**src/hw/sysref_pkg.sv**
```systemverilog
// constants, register map and types of the SYSREF generator control block
package sysref_pkg;
  // register word indices; byte address is four times the index
  localparam logic [9:0]  IDX_REQ         = 10'h00E;
  localparam logic [9:0]  IDX_CFG         = 10'h00F;
  localparam logic [9:0]  IDX_PULSE_DIV   = 10'h010;
  localparam logic [9:0]  IDX_MODE_OUT0   = 10'h011;
  localparam logic [9:0]  IDX_OUT1        = 10'h012;
  localparam logic [9:0]  IDX_STATUS      = 10'h020;
  // reset values
  localparam logic [15:0] RST_REQ         = 16'h0201;
  localparam logic [15:0] RST_CFG         = 16'h0800;
  localparam logic [15:0] RST_PULSE_DIV   = 16'h1005;
  localparam logic [15:0] RST_MODE_OUT0   = 16'h07F0;
  localparam logic [15:0] RST_OUT1        = 16'hFE00;
  // request register fields
  localparam int          REQ_CLEAR_BIT   = 0;
  localparam int          REQ_STEPS_LSB   = 1;
  localparam int          REQ_LATCH_BIT   = 7;
  localparam int          REQ_FORCE_BIT   = 8;
  localparam int          REQ_PINFN_BIT   = 9;
  localparam logic [15:0] REQ_WMASK       = 16'h03FF;
  // configuration register fields
  localparam int          CFG_BYPASS_BIT  = 0;
  localparam int          CFG_PRE_LSB     = 10;
  localparam logic [15:0] CFG_WMASK       = 16'h0C01;
  // pulse count and divider fields
  localparam int          PULSE_CNT_LSB   = 12;
  localparam int          DIV_LSB         = 0;
  // mode and output delay fields
  localparam int          MODE_LSB        = 0;
  localparam int          OUT0_PHASE_LSB  = 2;
  localparam int          OUT0_I_LSB      = 4;
  localparam logic [15:0] MODE_OUT0_WMASK = 16'h07FF;
  localparam int          OUT0_Q_LSB      = 0;
  localparam int          OUT1_PHASE_LSB  = 7;
  localparam int          OUT1_I_LSB      = 9;
  // shortest legal divide value
  localparam logic [11:0] DIV_MIN         = 12'h002;
  // delay line: one unit step is one clock cycle
  localparam int          REQ_STEP_MAX    = 63;

  typedef enum logic [1:0] {
    MODE_CONTINUOUS,
    MODE_PULSER,
    MODE_REPEATER,
    MODE_RESERVED
  } gen_mode_t;

  typedef enum logic [1:0] {
    RT_I_INV,
    RT_Q_INV,
    RT_I,
    RT_Q
  } retimer_t;
endpackage

```
**src/hw/align_divider_if.sv**
```systemverilog
// settings and output of the SYSREF divider shared between control and divider
`timescale 1ns/1ps
interface align_divider_if;
  logic [1:0]  prescale;
  logic [11:0] divide;
  logic        run;
  logic        restart;
  logic        div_out;
  modport ctrl (output prescale, output divide, output run, output restart, input div_out);
  modport gen  (input prescale, input divide, input run, input restart, output div_out);
endinterface

```
**src/hw/request_delay_line.sv**
```systemverilog
// programmable step delay for the alignment request input
`timescale 1ns/1ps
module request_delay_line
  import sysref_pkg::*;
#(
  parameter int DEPTH = REQ_STEP_MAX + 1
) (
  input  wire logic       pclk,
  input  wire logic       presetn,
  input  wire logic       clear,
  input  wire logic [5:0] request_step_count,
  input  wire logic       din,
  output logic            dout
);
  logic [DEPTH-1:0] taps;
  logic [DEPTH-1:0] next_taps;

  always_comb begin
    next_taps = clear ? '0 : {taps[DEPTH-2:0], din};
  end

  always_ff @(posedge pclk or negedge presetn) begin
    if (!presetn) begin
      taps <= '0;
    end else begin
      taps <= next_taps;
    end
  end

  // tap n gives n+1 cycles: one register plus n unit steps
  assign dout = taps[request_step_count];
endmodule // request_delay_line

```
**src/hw/align_divider.sv**
```systemverilog
// prescaler and SYSREF divider producing the divided alignment clock
`timescale 1ns/1ps
module align_divider (
  input  wire logic  pclk,
  input  wire logic  presetn,
  align_divider_if.gen  dv
);
  logic [1:0]  pre_cnt;
  logic [1:0]  next_pre_cnt;
  logic [1:0]  pre_lim;
  logic [11:0] cnt;
  logic [11:0] next_cnt;
  logic        out_q;
  logic        next_out;

  always_comb begin
    case (dv.prescale)
      2'h0:    pre_lim = 2'h0;
      2'h1:    pre_lim = 2'h1;
      default: pre_lim = 2'h3;
    endcase
    next_pre_cnt = pre_cnt;
    next_cnt     = cnt;
    if (!dv.run || dv.restart) begin
      next_pre_cnt = 2'h0;
      next_cnt     = 12'h000;
    end else if (pre_cnt >= pre_lim) begin
      next_pre_cnt = 2'h0;
      next_cnt     = (cnt >= dv.divide - 12'h001) ? 12'h000 : cnt + 12'h001;
    end else begin
      next_pre_cnt = pre_cnt + 2'h1;
    end
    // high for the lower half; odd divides give under half duty
    // a restart opens a full-width high phase, so the first pulse keeps its width
    next_out = dv.run && (next_cnt < (dv.divide >> 1));
  end

  always_ff @(posedge pclk or negedge presetn) begin
    if (!presetn) begin
      pre_cnt <= 2'h0;
      cnt     <= 12'h000;
      out_q   <= 1'b0;
    end else begin
      pre_cnt <= next_pre_cnt;
      cnt     <= next_cnt;
      out_q   <= next_out;
    end
  end

  assign dv.div_out = out_q;
endmodule // align_divider

```
**src/hw/sysref_generator_control.sv**
```systemverilog
// SYSREF request path, divider control, pulser and repeater with APB registers
//
// Summary of operation
// - request delay is six bits; codes above 0x3F cannot be stored
// - delayed request copy lags by one cycle plus step count times the unit step
// - request clear empties the latch and flushes the delay line
// - clear high forces internal request low except in repeater mode, beats force
// - pulse count 1 to 15 sets pulser pulses; zero is reserved
// - pulser counter gates the divider output, keeping its width and rate
// - twelve-bit divider divides 2 to 4095; 0 and 1 reserved; resets to 5
// - mode field picks continuous, pulser or repeater; 3 reserved; bypass matters
// - continuous mode outputs the uninterrupted divider clock
// - pulser mode emits the programmed number of pulses per request
// - repeater mode gives one output pulse per request pulse
// - output zero phase: inverted I, inverted Q, I, Q
// - output one phase: inverted I, inverted Q, Q, I
// - pin function bit chooses sync input or request input; resets to 1
// - latch holds request high from first rising edge until clear
// - prescaler divides by 1, 2 or 4; code 3 reserved; resets to 2
`timescale 1ns/1ps
module sysref_generator_control
  import sysref_pkg::*;
#(
  parameter int ADDR_W = 12
) (
  input  wire logic              pclk,
  input  wire logic              presetn,
  input  wire logic [ADDR_W-1:0] paddr,
  input  wire logic              psel,
  input  wire logic              penable,
  input  wire logic              pwrite,
  input  wire logic [31:0]       pwdata,
  output logic      [31:0]       prdata,
  output logic                   pready,
  output logic                   pslverr,
  input  wire logic              alignment_request_input,
  output logic                   align_output_zero,
  output logic                   align_output_one,
  output logic      [1:0]        out0_retimer,
  output logic      [1:0]        out1_retimer,
  output logic      [6:0]        out0_inphase_weight,
  output logic      [6:0]        out0_quadrature_weight,
  output logic      [6:0]        out1_inphase_weight,
  output logic                   sync_restart
);
  align_divider_if dv ();

  logic [15:0] reg_req;
  logic [15:0] reg_cfg;
  logic [15:0] reg_pulse_div;
  logic [15:0] reg_mode_out0;
  logic [15:0] reg_out1;
  logic [15:0] next_req;
  logic [15:0] next_cfg;
  logic [15:0] next_pulse_div;
  logic [15:0] next_mode_out0;
  logic [15:0] next_out1;
  logic [31:0] next_prdata;
  logic [9:0]  word;
  logic        hit;
  logic        wr_en;
  logic [15:0] rd_word;

  logic        request_clear;
  logic [5:0]  request_step_count;
  logic        request_latch;
  logic        request_force;
  logic        request_pin_function;
  logic        delay_generator_bypass;
  logic [1:0]  align_prescaler;
  logic [3:0]  pulser_count;
  logic [11:0] align_divider_value;
  gen_mode_t   align_generation_mode;
  logic [1:0]  out0_interp_phase;
  logic [1:0]  out1_interp_phase;

  logic        req_delayed;
  logic        req_delayed_q;
  logic        req_rise;
  logic        latched;
  logic        next_latched;
  logic        req_int;
  logic        req_int_q;
  logic        trig;
  logic        cfg_bad;
  logic        rep_pulse;
  logic        div_q;
  logic [3:0]  pulses_left;
  logic [3:0]  next_pulses_left;
  logic        gen;
  logic        gen_q;
  logic        next_out;
  logic        out_q;

  // field extraction
  assign request_clear          = reg_req[REQ_CLEAR_BIT];
  assign request_step_count     = reg_req[REQ_STEPS_LSB +: 6];
  assign request_latch          = reg_req[REQ_LATCH_BIT];
  assign request_force          = reg_req[REQ_FORCE_BIT];
  assign request_pin_function   = reg_req[REQ_PINFN_BIT];
  assign delay_generator_bypass = reg_cfg[CFG_BYPASS_BIT];
  assign align_prescaler        = reg_cfg[CFG_PRE_LSB +: 2];
  assign pulser_count           = reg_pulse_div[PULSE_CNT_LSB +: 4];
  assign align_divider_value    = reg_pulse_div[DIV_LSB +: 12];
  assign align_generation_mode  = gen_mode_t'(reg_mode_out0[MODE_LSB +: 2]);
  assign out0_interp_phase      = reg_mode_out0[OUT0_PHASE_LSB +: 2];
  assign out1_interp_phase      = reg_out1[OUT1_PHASE_LSB +: 2];
  assign out0_inphase_weight    = reg_mode_out0[OUT0_I_LSB +: 7];
  assign out0_quadrature_weight = reg_out1[OUT0_Q_LSB +: 7];
  assign out1_inphase_weight    = reg_out1[OUT1_I_LSB +: 7];

  // APB slave, zero wait states
  assign word    = paddr[ADDR_W-1:2];
  assign hit     = (word == IDX_REQ) || (word == IDX_CFG) || (word == IDX_PULSE_DIV) ||
                   (word == IDX_MODE_OUT0) || (word == IDX_OUT1) || (word == IDX_STATUS);
  assign pready  = 1'b1;
  assign pslverr = psel && penable && !hit;
  assign wr_en   = psel && penable && pwrite;

  always_comb begin
    next_req       = reg_req;
    next_cfg       = reg_cfg;
    next_pulse_div = reg_pulse_div;
    next_mode_out0 = reg_mode_out0;
    next_out1      = reg_out1;
    if (wr_en) begin
      case (word)
        IDX_REQ:       next_req       = pwdata[15:0] & REQ_WMASK;
        IDX_CFG:       next_cfg       = pwdata[15:0] & CFG_WMASK;
        IDX_PULSE_DIV: next_pulse_div = pwdata[15:0];
        IDX_MODE_OUT0: next_mode_out0 = pwdata[15:0] & MODE_OUT0_WMASK;
        IDX_OUT1:      next_out1      = pwdata[15:0];
        default:       next_req       = reg_req;
      endcase
    end
    case (word)
      IDX_REQ:       rd_word = reg_req;
      IDX_CFG:       rd_word = reg_cfg;
      IDX_PULSE_DIV: rd_word = reg_pulse_div;
      IDX_MODE_OUT0: rd_word = reg_mode_out0;
      IDX_OUT1:      rd_word = reg_out1;
      IDX_STATUS:    rd_word = {8'h00, cfg_bad, out_q, pulses_left, latched, req_int};
      default:       rd_word = 16'h0000;
    endcase
    // read data captured in the setup cycle, valid through the access cycle
    next_prdata = (psel && !penable && !pwrite) ? {16'h0000, rd_word} : prdata;
  end

  always_ff @(posedge pclk or negedge presetn) begin
    if (!presetn) begin
      reg_req       <= RST_REQ;
      reg_cfg       <= RST_CFG;
      reg_pulse_div <= RST_PULSE_DIV;
      reg_mode_out0 <= RST_MODE_OUT0;
      reg_out1      <= RST_OUT1;
      prdata        <= 32'h0000_0000;
    end else begin
      reg_req       <= next_req;
      reg_cfg       <= next_cfg;
      reg_pulse_div <= next_pulse_div;
      reg_mode_out0 <= next_mode_out0;
      reg_out1      <= next_out1;
      prdata        <= next_prdata;
    end
  end

  // request path
  request_delay_line u_delay (
    .pclk               (pclk),
    .presetn            (presetn),
    .clear              (request_clear),
    .request_step_count (request_step_count),
    .din                (alignment_request_input),
    .dout               (req_delayed)
  );

  assign req_rise = req_delayed && !req_delayed_q;

  always_comb begin
    next_latched = latched;
    if (request_clear) begin
      next_latched = 1'b0;
    end else if (request_latch && req_rise) begin
      next_latched = 1'b1;
    end
    if (request_clear && align_generation_mode != MODE_REPEATER) begin
      req_int = 1'b0;
    end else begin
      req_int = (request_latch ? latched : req_delayed) || request_force;
    end
  end

  // reserved codes keep the generator idle
  assign cfg_bad = (align_generation_mode == MODE_RESERVED) || (align_divider_value < DIV_MIN) ||
                   (align_prescaler == 2'h3) || (pulser_count == 4'h0);
  // request pins as sync input restart the divider, otherwise they trigger
  assign sync_restart = !request_pin_function && req_int && !req_int_q;
  assign trig         = request_pin_function && req_int && !req_int_q &&
                        align_generation_mode == MODE_PULSER && !cfg_bad;
  assign rep_pulse    = request_pin_function && req_rise &&
                        align_generation_mode == MODE_REPEATER && !cfg_bad;

  assign dv.prescale = align_prescaler;
  assign dv.divide   = align_divider_value;
  assign dv.run      = !cfg_bad && (align_generation_mode == MODE_CONTINUOUS ||
                                    align_generation_mode == MODE_PULSER);
  assign dv.restart  = trig || sync_restart;

  align_divider u_div (
    .pclk    (pclk),
    .presetn (presetn),
    .dv      (dv.gen)
  );

  // pulser and mode selection
  always_comb begin
    next_pulses_left = pulses_left;
    if (align_generation_mode != MODE_PULSER || cfg_bad) begin
      next_pulses_left = 4'h0;
    end else if (trig) begin
      next_pulses_left = pulser_count;
    end else if (div_q && !dv.div_out && pulses_left != 4'h0) begin
      next_pulses_left = pulses_left - 4'h1;
    end
    case (align_generation_mode)
      MODE_CONTINUOUS: gen = dv.div_out;
      MODE_PULSER:     gen = dv.div_out && pulses_left != 4'h0;
      MODE_REPEATER:   gen = rep_pulse;
      default:         gen = 1'b0;
    endcase
    if (cfg_bad) begin
      gen = 1'b0;
    end
    // delay generators add one retiming stage unless bypassed
    next_out = delay_generator_bypass ? gen : gen_q;
  end

  always_ff @(posedge pclk or negedge presetn) begin
    if (!presetn) begin
      req_delayed_q <= 1'b0;
      req_int_q     <= 1'b0;
      latched       <= 1'b0;
      div_q         <= 1'b0;
      pulses_left   <= 4'h0;
      gen_q         <= 1'b0;
      out_q         <= 1'b0;
    end else begin
      req_delayed_q <= req_delayed;
      req_int_q     <= req_int;
      latched       <= next_latched;
      div_q         <= dv.div_out;
      pulses_left   <= next_pulses_left;
      gen_q         <= gen;
      out_q         <= next_out;
    end
  end

  assign align_output_zero = out_q;
  assign align_output_one  = out_q;

  // interpolator retimer selection
  assign out0_retimer = out0_interp_phase;
  always_comb begin
    case (out1_interp_phase)
      2'h0:    out1_retimer = RT_I_INV;
      2'h1:    out1_retimer = RT_Q_INV;
      2'h2:    out1_retimer = RT_Q;
      default: out1_retimer = RT_I;
    endcase
  end
endmodule // sysref_generator_control

```
**config.mk**
```make
export PLATFORM = sky130hd
export DESIGN_NAME = sysref_generator_control
export DESIGN_NICKNAME = d
export VERILOG_FILES = /design/src/hw/sysref_pkg.sv /design/src/hw/align_divider_if.sv /design/src/hw/request_delay_line.sv /design/src/hw/align_divider.sv /design/src/hw/sysref_generator_control.sv
export SDC_FILE = /design/constraint.sdc
export NUM_CORES = 1
export LEC_CHECK = 0
export ABC_AREA = 1
export BUFFER_PORTS_ARGS = -buffer_cell sky130_fd_sc_hd__buf_2
export CAP_MARGIN = 10
export CORE_ASPECT_RATIO = 1.4
export CORE_MARGIN = 3
export CORE_UTILIZATION = 63
export CTS_CLUSTER_SIZE = 12
export DETAILED_ROUTE_END_ITERATION = 10
export GPL_TIMING_DRIVEN = 0
export PLACE_DENSITY = 0.87
export SLEW_MARGIN = 20
export SYNTH_ARGS = -nofsm -noshare
export SYNTH_HDL_FRONTEND = slang
export SYNTH_SLANG_ARGS = --single-unit
```
**constraint.sdc**
```tcl
create_clock -name pclk -period 10.3 [get_ports pclk]
set_input_delay 2.06 -clock pclk [delete_from_list [all_inputs] [get_ports pclk]]
set_output_delay 2.06 -clock pclk [all_outputs]
set_load 0.005 [all_outputs]
```
==> results.rst, run 1 <==
.. list-table::
   :header-rows: 1

   * - Metric
     - Value
   * - Fraction of final layout cells sized beyond drive strength 1
     - around 18%
   * - LEAKAGE
     - 5.01 nW
   * - Combinational family with the most area after synthesis
     - simple AND/OR/NAND/NOR gates
   * - Number of nets in the layout
     - 1206
   * - Congestion Overflow GR
     - 0
   * - Max-capacitance violation count
     - 0
   * - Antenna violations before repair
     - 0
   * - Max Clock Freq
     - approximately 180 MHz
   * - Deepest level of the CTS H-tree
     - 4
   * - Post-synthesis share of cell area spent on full adders, half adders and majority gates
     - roughly 4.3%
   * - Die extent in y
     - approximately 140 um
   * - Number of warnings printed during yosys synthesis
     - 0
   * - Resize count post-CTS
     - 0
   * - DIE AREA
     - 14700 sq um
   * - Share of total power in sequential cells
     - about half
   * - Clock skew after layout
     - 0.0133 ns
   * - Post-DR vias/cell
     - 5.71
   * - Final critical-path share of the clock period
     - between 50 and 60%
   * - Number of nets with antenna violations after routing
     - 0
   * - Number of buffer cells added on primary ports
     - 76
   * - Number of sinks handled by clock tree synthesis
     - around 160
   * - Cell at the root of the clock tree
     - clkbuf_16
   * - Final setup vio count
     - 0
   * - Via count of the first global-routing pass
     - around 7500
   * - CP Capture Type
     - primary output
   * - Clock tree from TritonCTS
     - done
   * - Number of fill cells in the layout
     - 937
   * - Clk_lat worst skew
     - between 0.4 and 0.5 ns
   * - Clock period minus worst slack
     - 5.70 ns
   * - Internal power consumption
     - a little over 0.001 W
   * - Remaining max-slew budget at the tightest pin
     - roughly 36%
   * - Switching power of the nets
     - 0.000328 W
   * - CTS clk-pin slew, worst paths
     - 0.06 ns
   * - Number of DRC markers after the initial detailed-route iteration
     - around 740
   * - GRT Util Overall
     - ~32%
   * - Cell with the most instances after synthesis
     - nand2_1
   * - Initial Utilization
     - about two thirds
   * - Synth Flop Type
     - dfrtp_1
   * - Total wire length
     - approximately 23000 um
   * - Async S/R FF share, synth
     - 100%
   * - Top fanout value on the critical path
     - 7
   * - First-pass iteration count of the detailed router
     - 6
   * - Compound-gate portion of the synthesized area
     - around a tenth
   * - Mapped Cells
     - ~1000
   * - Via count
     - about 7400
   * - Relative area change from synthesis to final layout
     - 15.0%
   * - Cell type with the highest aggregate area in the netlist
     - dfrtp_1
   * - Post-synth EDFFs
     - 0
   * - Wire length of the first global-routing pass
     - between 30000 and 40000 um
   * - Mean Syn Cell Area
     - 8.21 sq um
   * - Data required, critical path
     - a little over 8 ns
   * - WS Path Type
     - in -> out
   * - Top-level I/O count
     - about 110
   * - Clock share of power
     - a little under half
   * - Post-synthesis instance area
     - about 8300 sq um
   * - Transition at the pin with the smallest max-transition slack
     - 0.957 ns
   * - Portion of synthesized cell area occupied by the leading cell type
     - 42.3%
   * - Avg WL per Cell
     - 17.5 um
   * - Hold violation total from the final report
     - 0
   * - Synthesized-area fraction occupied by and/or/nand/nor cells
     - 22.4%
   * - Count of state elements after synthesis
     - 161
   * - Drc violations
     - 0
   * - Number of distinct library cells after synthesis
     - 48
   * - Pwr dens
     - ~140 nW/um^2
   * - Number of hold-repair buffers added at the cts stage
     - 0
   * - Area share of xor/xnor cells in the synthesized design
     - under 10%
   * - Portion of total power attributed to combinational logic
     - around 5.0%
   * - DIE WIDTH
     - 103 um
   * - Placement row count
     - between 40 and 50
   * - Top cells by area in the synthesized netlist
     - dfrtp_1, nand2_1, inv_1
   * - Post-synthesis sequential area ratio
     - approximately half
   * - List of most frequent post-synthesis cells
     - nand2_1, inv_1, dfrtp_1, nor2_1, o21ai_0
   * - Unrepaired setup endpoints after global routing
     - false
   * - Class of the tightest hold or removal check
     - reg -> reg
   * - Final weighted congestion of routability-driven global placement
     - approximately 0.94
   * - Max clock buf depth
     - 2
   * - Post-CTS setup repair buffer count
     - 0
   * - Total negative slack
     - 0 ns
   * - Mux cell area share after synthesis
     - less than 1%
   * - Arrival time at the worst endpoint
     - ~3.6 ns
   * - Floorplan Core Area
     - 12900 sq um
   * - Min Hold Slack
     - around 0.41 ns
   * - Worst setup SP type
     - input pin
   * - CTS Buf Count
     - 17
   * - Post-detail-place hpwl
     - 16100 um
   * - Status
     - completed
   * - Number of diodes added for antenna fixing
     - 0
   * - Switching fraction of total power
     - between 20% and 30%
   * - Peak supply drop
     - between 0.1 and 0.15 mV
   * - Maximum number of pins on one net before global-route repair
     - 83
   * - Number of max-slew violations in the final report
     - 0
-- power groups by stage --
stage / Sequential (W) / Clock, W / Combinational (W)
floorplan: 0.000665 / 0 / 0.0000365
global placement: 0.000667 / 0 / 0.0000633
detailed placement: 0.000668 / 0 / 0.0000670
CTS: 0.000657 / 0.000634 / 0.0000678
global route: 0.000658 / 0.000663 / 0.0000779
finish: 0.000657 / 0.000636 / 0.0000676
-- layer usage --
layer | global-route usage [%] | wire length (um)
met5 | 0 | 0
met4 | 21.4 | 1410
met3 | 6.72 | 1470
met2 | 54.5 | 11700
met1 | 36.7 | 7980
-- path summary, 6_finish.rpt --
check                                        startpoint                    endpoint  slack [ns]  depth (start not counted)
setup / recovery                               paddr[9]                     pslverr        4.60                         11
hold / removal               u_div.dv.div_out$_DFF_PN0_             div_q$_DFF_PN0_        0.41                          0
setup reg to reg           reg_pulse_div[4]$_DFFE_PN0P_  u_div.dv.div_out$_DFF_PN0_        6.00                         24
hold reg to reg              u_div.dv.div_out$_DFF_PN0_             div_q$_DFF_PN0_        0.41                          0
max in group asynchronous                       presetn      reg_req[0]$_DFFE_PN1P_        7.86                          2
min in group asynchronous                       presetn      u_div.cnt[6]$_DFF_PN0_        1.60                          1
-- worst max-delay path, stage by stage --
cell and delay (ns):
buf_2 0.09, or2_1 0.25, nor2_1 0.15, nand2_1 0.09
nor3_1 0.14, nand2_1 0.22, inv_2 0.23, nor2_1 0.08
nand3_1 0.16, nor3_1 0.06, buf_2 0.12
-- layout make-up --
class                           count  area [sq um]  area share [%]
Tap cell                          153           191            2.00
Inverter                          154           586            6.11
Buffer                             74           503            5.24
Sequential cell                   161          4050            42.3
Clock inverter                     13           149            1.55
Timing Repair Buffer               77           418            4.36
Clock buffer                       19           433            4.51
Multi-Input combinational cell    642          3260            34.0
-- state kept, by name, summed over array words and instances, names as in the netlist, 2 cells and up --
register	cells
prdata	16
pulses_left	4
reg_cfg	3
reg_mode_out0	11
reg_out1	16
reg_pulse_div	16
reg_req	10
u_delay.taps	64
u_div.cnt	12
u_div.pre_cnt	2
-- cell usage in the layout, fill, tap and decap left out, types with 3 or more instances in the layout --
master     count
a211oi_1       3
a21oi_1       22
a221oi_1       9
a31oi_1        3
buf_2         78
buf_4         44
buf_6          6
clkbuf_1      22
clkbuf_16     17
conb_1        17
dfrtp_1      141
dfstp_2       20
ha_1          29
inv_1        146
inv_2          5
inv_6          4
nand2_1      229
nand2_2        4
nand3_1       61
nand3_2        6
nand4_1        8
nor2_1        95
nor3_1        18
nor3b_1        3
o211ai_1       5
o21ai_0       84
o221ai_1       3
o22ai_1        8
xor2_1        13
-- stage by stage --
step	std cells	power, W	instance area [sq um]	util [%]	worst slack, ns
4_1_cts	1293	0.00136	9590	74.5	4.64
3_3_place_gp	1260	0.000731	8970	69.7	4.68
2_1_floorplan	1031	0.000702	8400	-	5.17
3_5_place_dp	1261	0.000735	9010	70.0	4.67
5_1_grt	1293	0.00140	9590	74.5	4.48
6_report	1293	0.00136	9590	74.5	4.60
-- logic make-up after synthesis --
kind of cell | count (synthesis)
AND/OR/NAND/NOR | 437
AO/OA/AOI/OAI | 143
other | 2
XOR/XNOR | 15
buffers and inverters | 228
multiplexers | 1
adder cells (fa/ha/maj) | 29
flip-flops | 161
(Power assumes the default switching activity.)
==> inputs of run 2 (changes only) <==
--- a/config.mk
+++ b/config.mk
@@ -10,11 +10,11 @@
 export CAP_MARGIN = 10
 export CORE_ASPECT_RATIO = 1.4
 export CORE_MARGIN = 3
-export CORE_UTILIZATION = 63
+export CORE_UTILIZATION = 52
 export CTS_CLUSTER_SIZE = 12
 export DETAILED_ROUTE_END_ITERATION = 10
 export GPL_TIMING_DRIVEN = 0
-export PLACE_DENSITY = 0.87
+export PLACE_DENSITY = 0.77
 export SLEW_MARGIN = 20
 export SYNTH_ARGS = -nofsm -noshare
 export SYNTH_HDL_FRONTEND = slang
==> constraint.sdc (replaced) <==
create_clock -name pclk -period 5.2 [get_ports pclk]
set_input_delay 1.04 -clock pclk [delete_from_list [all_inputs] [get_ports pclk]]
set_output_delay 1.04 -clock pclk [all_outputs]
set_load 0.005 [all_outputs]
==> results.rst, run 2 (same netlist as run 1, synthesis figures left out) <==
.. list-table::
   :header-rows: 1

   * - Metric
     - Value
   * - Arrival time at the worst endpoint
     - 4.58 ns
   * - Number of nets in the layout
     - between 1000 and 1500
   * - Via count
     - ~7000
   * - Post-Place Setup Slack
     - between 1 and 1.5 ns
   * - Hold violation total from the final report
     - 0
   * - Top-level I/O count
     - 112
   * - Max Clock Freq
     - approximately 240 MHz
   * - Final critical-path setup slack
     - approximately 0.98 ns
   * - Class of the tightest hold or removal check
     - reg -> reg
   * - Number of hold-repair buffers added at the cts stage
     - 0
   * - Status
     - completed
   * - Data required, critical path
     - about 5.6 ns
   * - Max FFs per register
     - 64
   * - First-pass iteration count of the detailed router
     - 7
   * - Area of the multi-input gates
     - between 3000 and 4000 sq um
   * - Max-capacitance violation count
     - 0
   * - CP Capture Type
     - flop
   * - Clock skew after layout
     - a little under 0.01 ns
   * - Initial Utilization
     - between 50% and 60%
   * - Transition at the pin with the smallest max-transition slack
     - 0.643 ns
   * - Stage delay of the slowest cell on the critical path
     - between 0.4 and 0.5 ns
   * - Placement row count
     - 54
   * - Maximum number of pins on one net before global-route repair
     - 91
   * - Clock tree from TritonCTS
     - done
   * - Number of sinks handled by clock tree synthesis
     - 161
   * - Total wire length
     - about 22000 um
   * - Floorplan Core Area
     - between 15000 and 20000 sq um
   * - Final critical-path share of the clock period
     - between 80% and 90%
   * - Cell at the root of the clock tree
     - clkbuf_16
   * - Total negative slack
     - 0 ns
   * - Number of fill cells in the layout
     - approximately 1400
   * - Number of buffers and inverters on the critical path
     - 4
   * - Drc violations
     - 0
   * - Final weighted congestion of routability-driven global placement
     - 0.975
   * - GRT Util Overall
     - 25.4%
   * - Kind of cell adding the most delay to the critical path
     - simple AND/OR/NAND/NOR gates
   * - Final setup vio count
     - 0
   * - Avg WL per Cell
     - roughly 16 um
   * - CTS clk-pin slew, worst paths
     - ~0.060 ns
   * - Number of DRC markers after the initial detailed-route iteration
     - 386
   * - Number of diodes added for antenna fixing
     - 0
   * - DIE AREA
     - between 15000 and 20000 sq um
   * - Via count of the first global-routing pass
     - just under 7000
   * - Clock period minus worst slack
     - 4.22 ns
   * - Top fanout value on the critical path
     - 10
   * - Register containing the most flip-flops in the final layout
     - u_delay.taps
   * - Post-detail-place hpwl
     - roughly 16000 um
   * - Sequential cell area
     - between 4000 and 5000 sq um
   * - Critical-path cell with the highest stage delay
     - dfrtp_1
   * - CTS Buf Count
     - 17
   * - Number of max-slew violations in the final report
     - 0
   * - Cells after DPL
     - approximately 1300
   * - Antenna violations before repair
     - 0
   * - LEAKAGE
     - about 5.0 nW
   * - Pwr dens
     - 269 nW/um^2
   * - Non-filler cells, final
     - 1336
   * - Unrepaired setup endpoints after global routing
     - false
   * - Relative area change from synthesis to final layout
     - 15.1%
   * - Number of buffer cells added on primary ports
     - 76
   * - Clk_lat worst skew
     - about 0.44 ns
   * - Resize count post-CTS
     - 0
   * - DIE WIDTH
     - about 110 um
   * - Deepest level of the CTS H-tree
     - 4
   * - Remaining max-slew budget at the tightest pin
     - between 50% and 60%
   * - Peak supply drop
     - about 0.28 mV
   * - Post-CTS setup repair buffer count
     - 0
   * - Commonest cells after routing, fill and taps aside
     - nand2_1, inv_1, dfrtp_1
   * - Number of nets with antenna violations after routing
     - 0
   * - Ordered cell list for the critical path
     - inv_1, nand2_1, nor2_1, inv_1, nor4_1, nand3_1, xor2_1, inv_1, ha_1, nand2_1, nor2_1, nand2_1, o211ai_1, a31oi_1, nand2_1, nand2_1, nand3_2, nor3b_1, ha_1, a21oi_1, o211ai_1, inv_1, nand2_1, a21oi_2
   * - Post-DR vias/cell
     - 5.21
   * - Leading cell type in the layout, fill and taps excluded
     - nand2_1
   * - WS Path Type
     - reg -> reg
   * - Wire length of the first global-routing pass
     - 34900 um
   * - Fraction of final layout cells sized beyond drive strength 1
     - between 10% and 20%
   * - Congestion Overflow GR
     - 0
   * - Worst setup SP type
     - flop
   * - CP most frequent cell
     - nand2_1
   * - Max clock buf depth
     - 2
   * - Die extent in y
     - ~160 um
-- run 2: cell type report --
cell class                 instances  share of cell area (%)
timing repair buffer              77                    4.35
clock inverter                    11                   0.847
tap                              196                    2.55
inverter                         154                    6.10
clock buffer                      21                    4.79
sequential                       161                    42.2
buffer                            74                    5.24
multi-input combinational        642                    33.9
-- run 2: power by group --
part	total (W)	internal (W)	switching [W]
logic	0.000133	0.0000473	0.0000858
registers	0.00130	0.00128	0.0000168
clock network	0.00115	0.000637	0.000512
-- run 2: per-layer routing --
layer  routed length [um]  global-route usage (%)  up-vias
met4                  766                    11.6        0
met2                11900                    46.6      204
met1                 7920                    28.6     3302
li1                     -                       -     3402
met5                    0                       0        -
met3                 1080                    4.31       49
-- run 2: path summary, 6_finish.rpt --
check / endpoint / cells after the start / start / slack [ns]
max: u_div.dv.div_out$_DFF_PN0_ / 24 / reg_pulse_div[6]$_DFFE_PN0P_ / 0.98
min: div_q$_DFF_PN0_ / 0 / u_div.dv.div_out$_DFF_PN0_ / 0.41
max reg2reg: u_div.dv.div_out$_DFF_PN0_ / 24 / reg_pulse_div[6]$_DFFE_PN0P_ / 0.98
min reg2reg: div_q$_DFF_PN0_ / 0 / u_div.dv.div_out$_DFF_PN0_ / 0.41
max in group asynchronous: reg_mode_out0[4]$_DFFE_PN1P_ / 2 / presetn / 3.78
min in group asynchronous: u_div.cnt[5]$_DFF_PN0_ / 1 / presetn / 0.55
-- run 2: through the flow --
stage | total power (W) | hold slack (ns) | instance area, sq um | util (%)
finish | 0.00258 | 0.415 | 9600 | 61.3
global route | 0.00266 | 0.433 | 9600 | 61.3
CTS | 0.00259 | 0.418 | 9600 | 61.3
detailed placement | 0.00146 | 0.413 | 9060 | 57.8
global placement | 0.00145 | 0.400 | 9020 | 57.6
floorplan | 0.00139 | 0.368 | 8400 | -
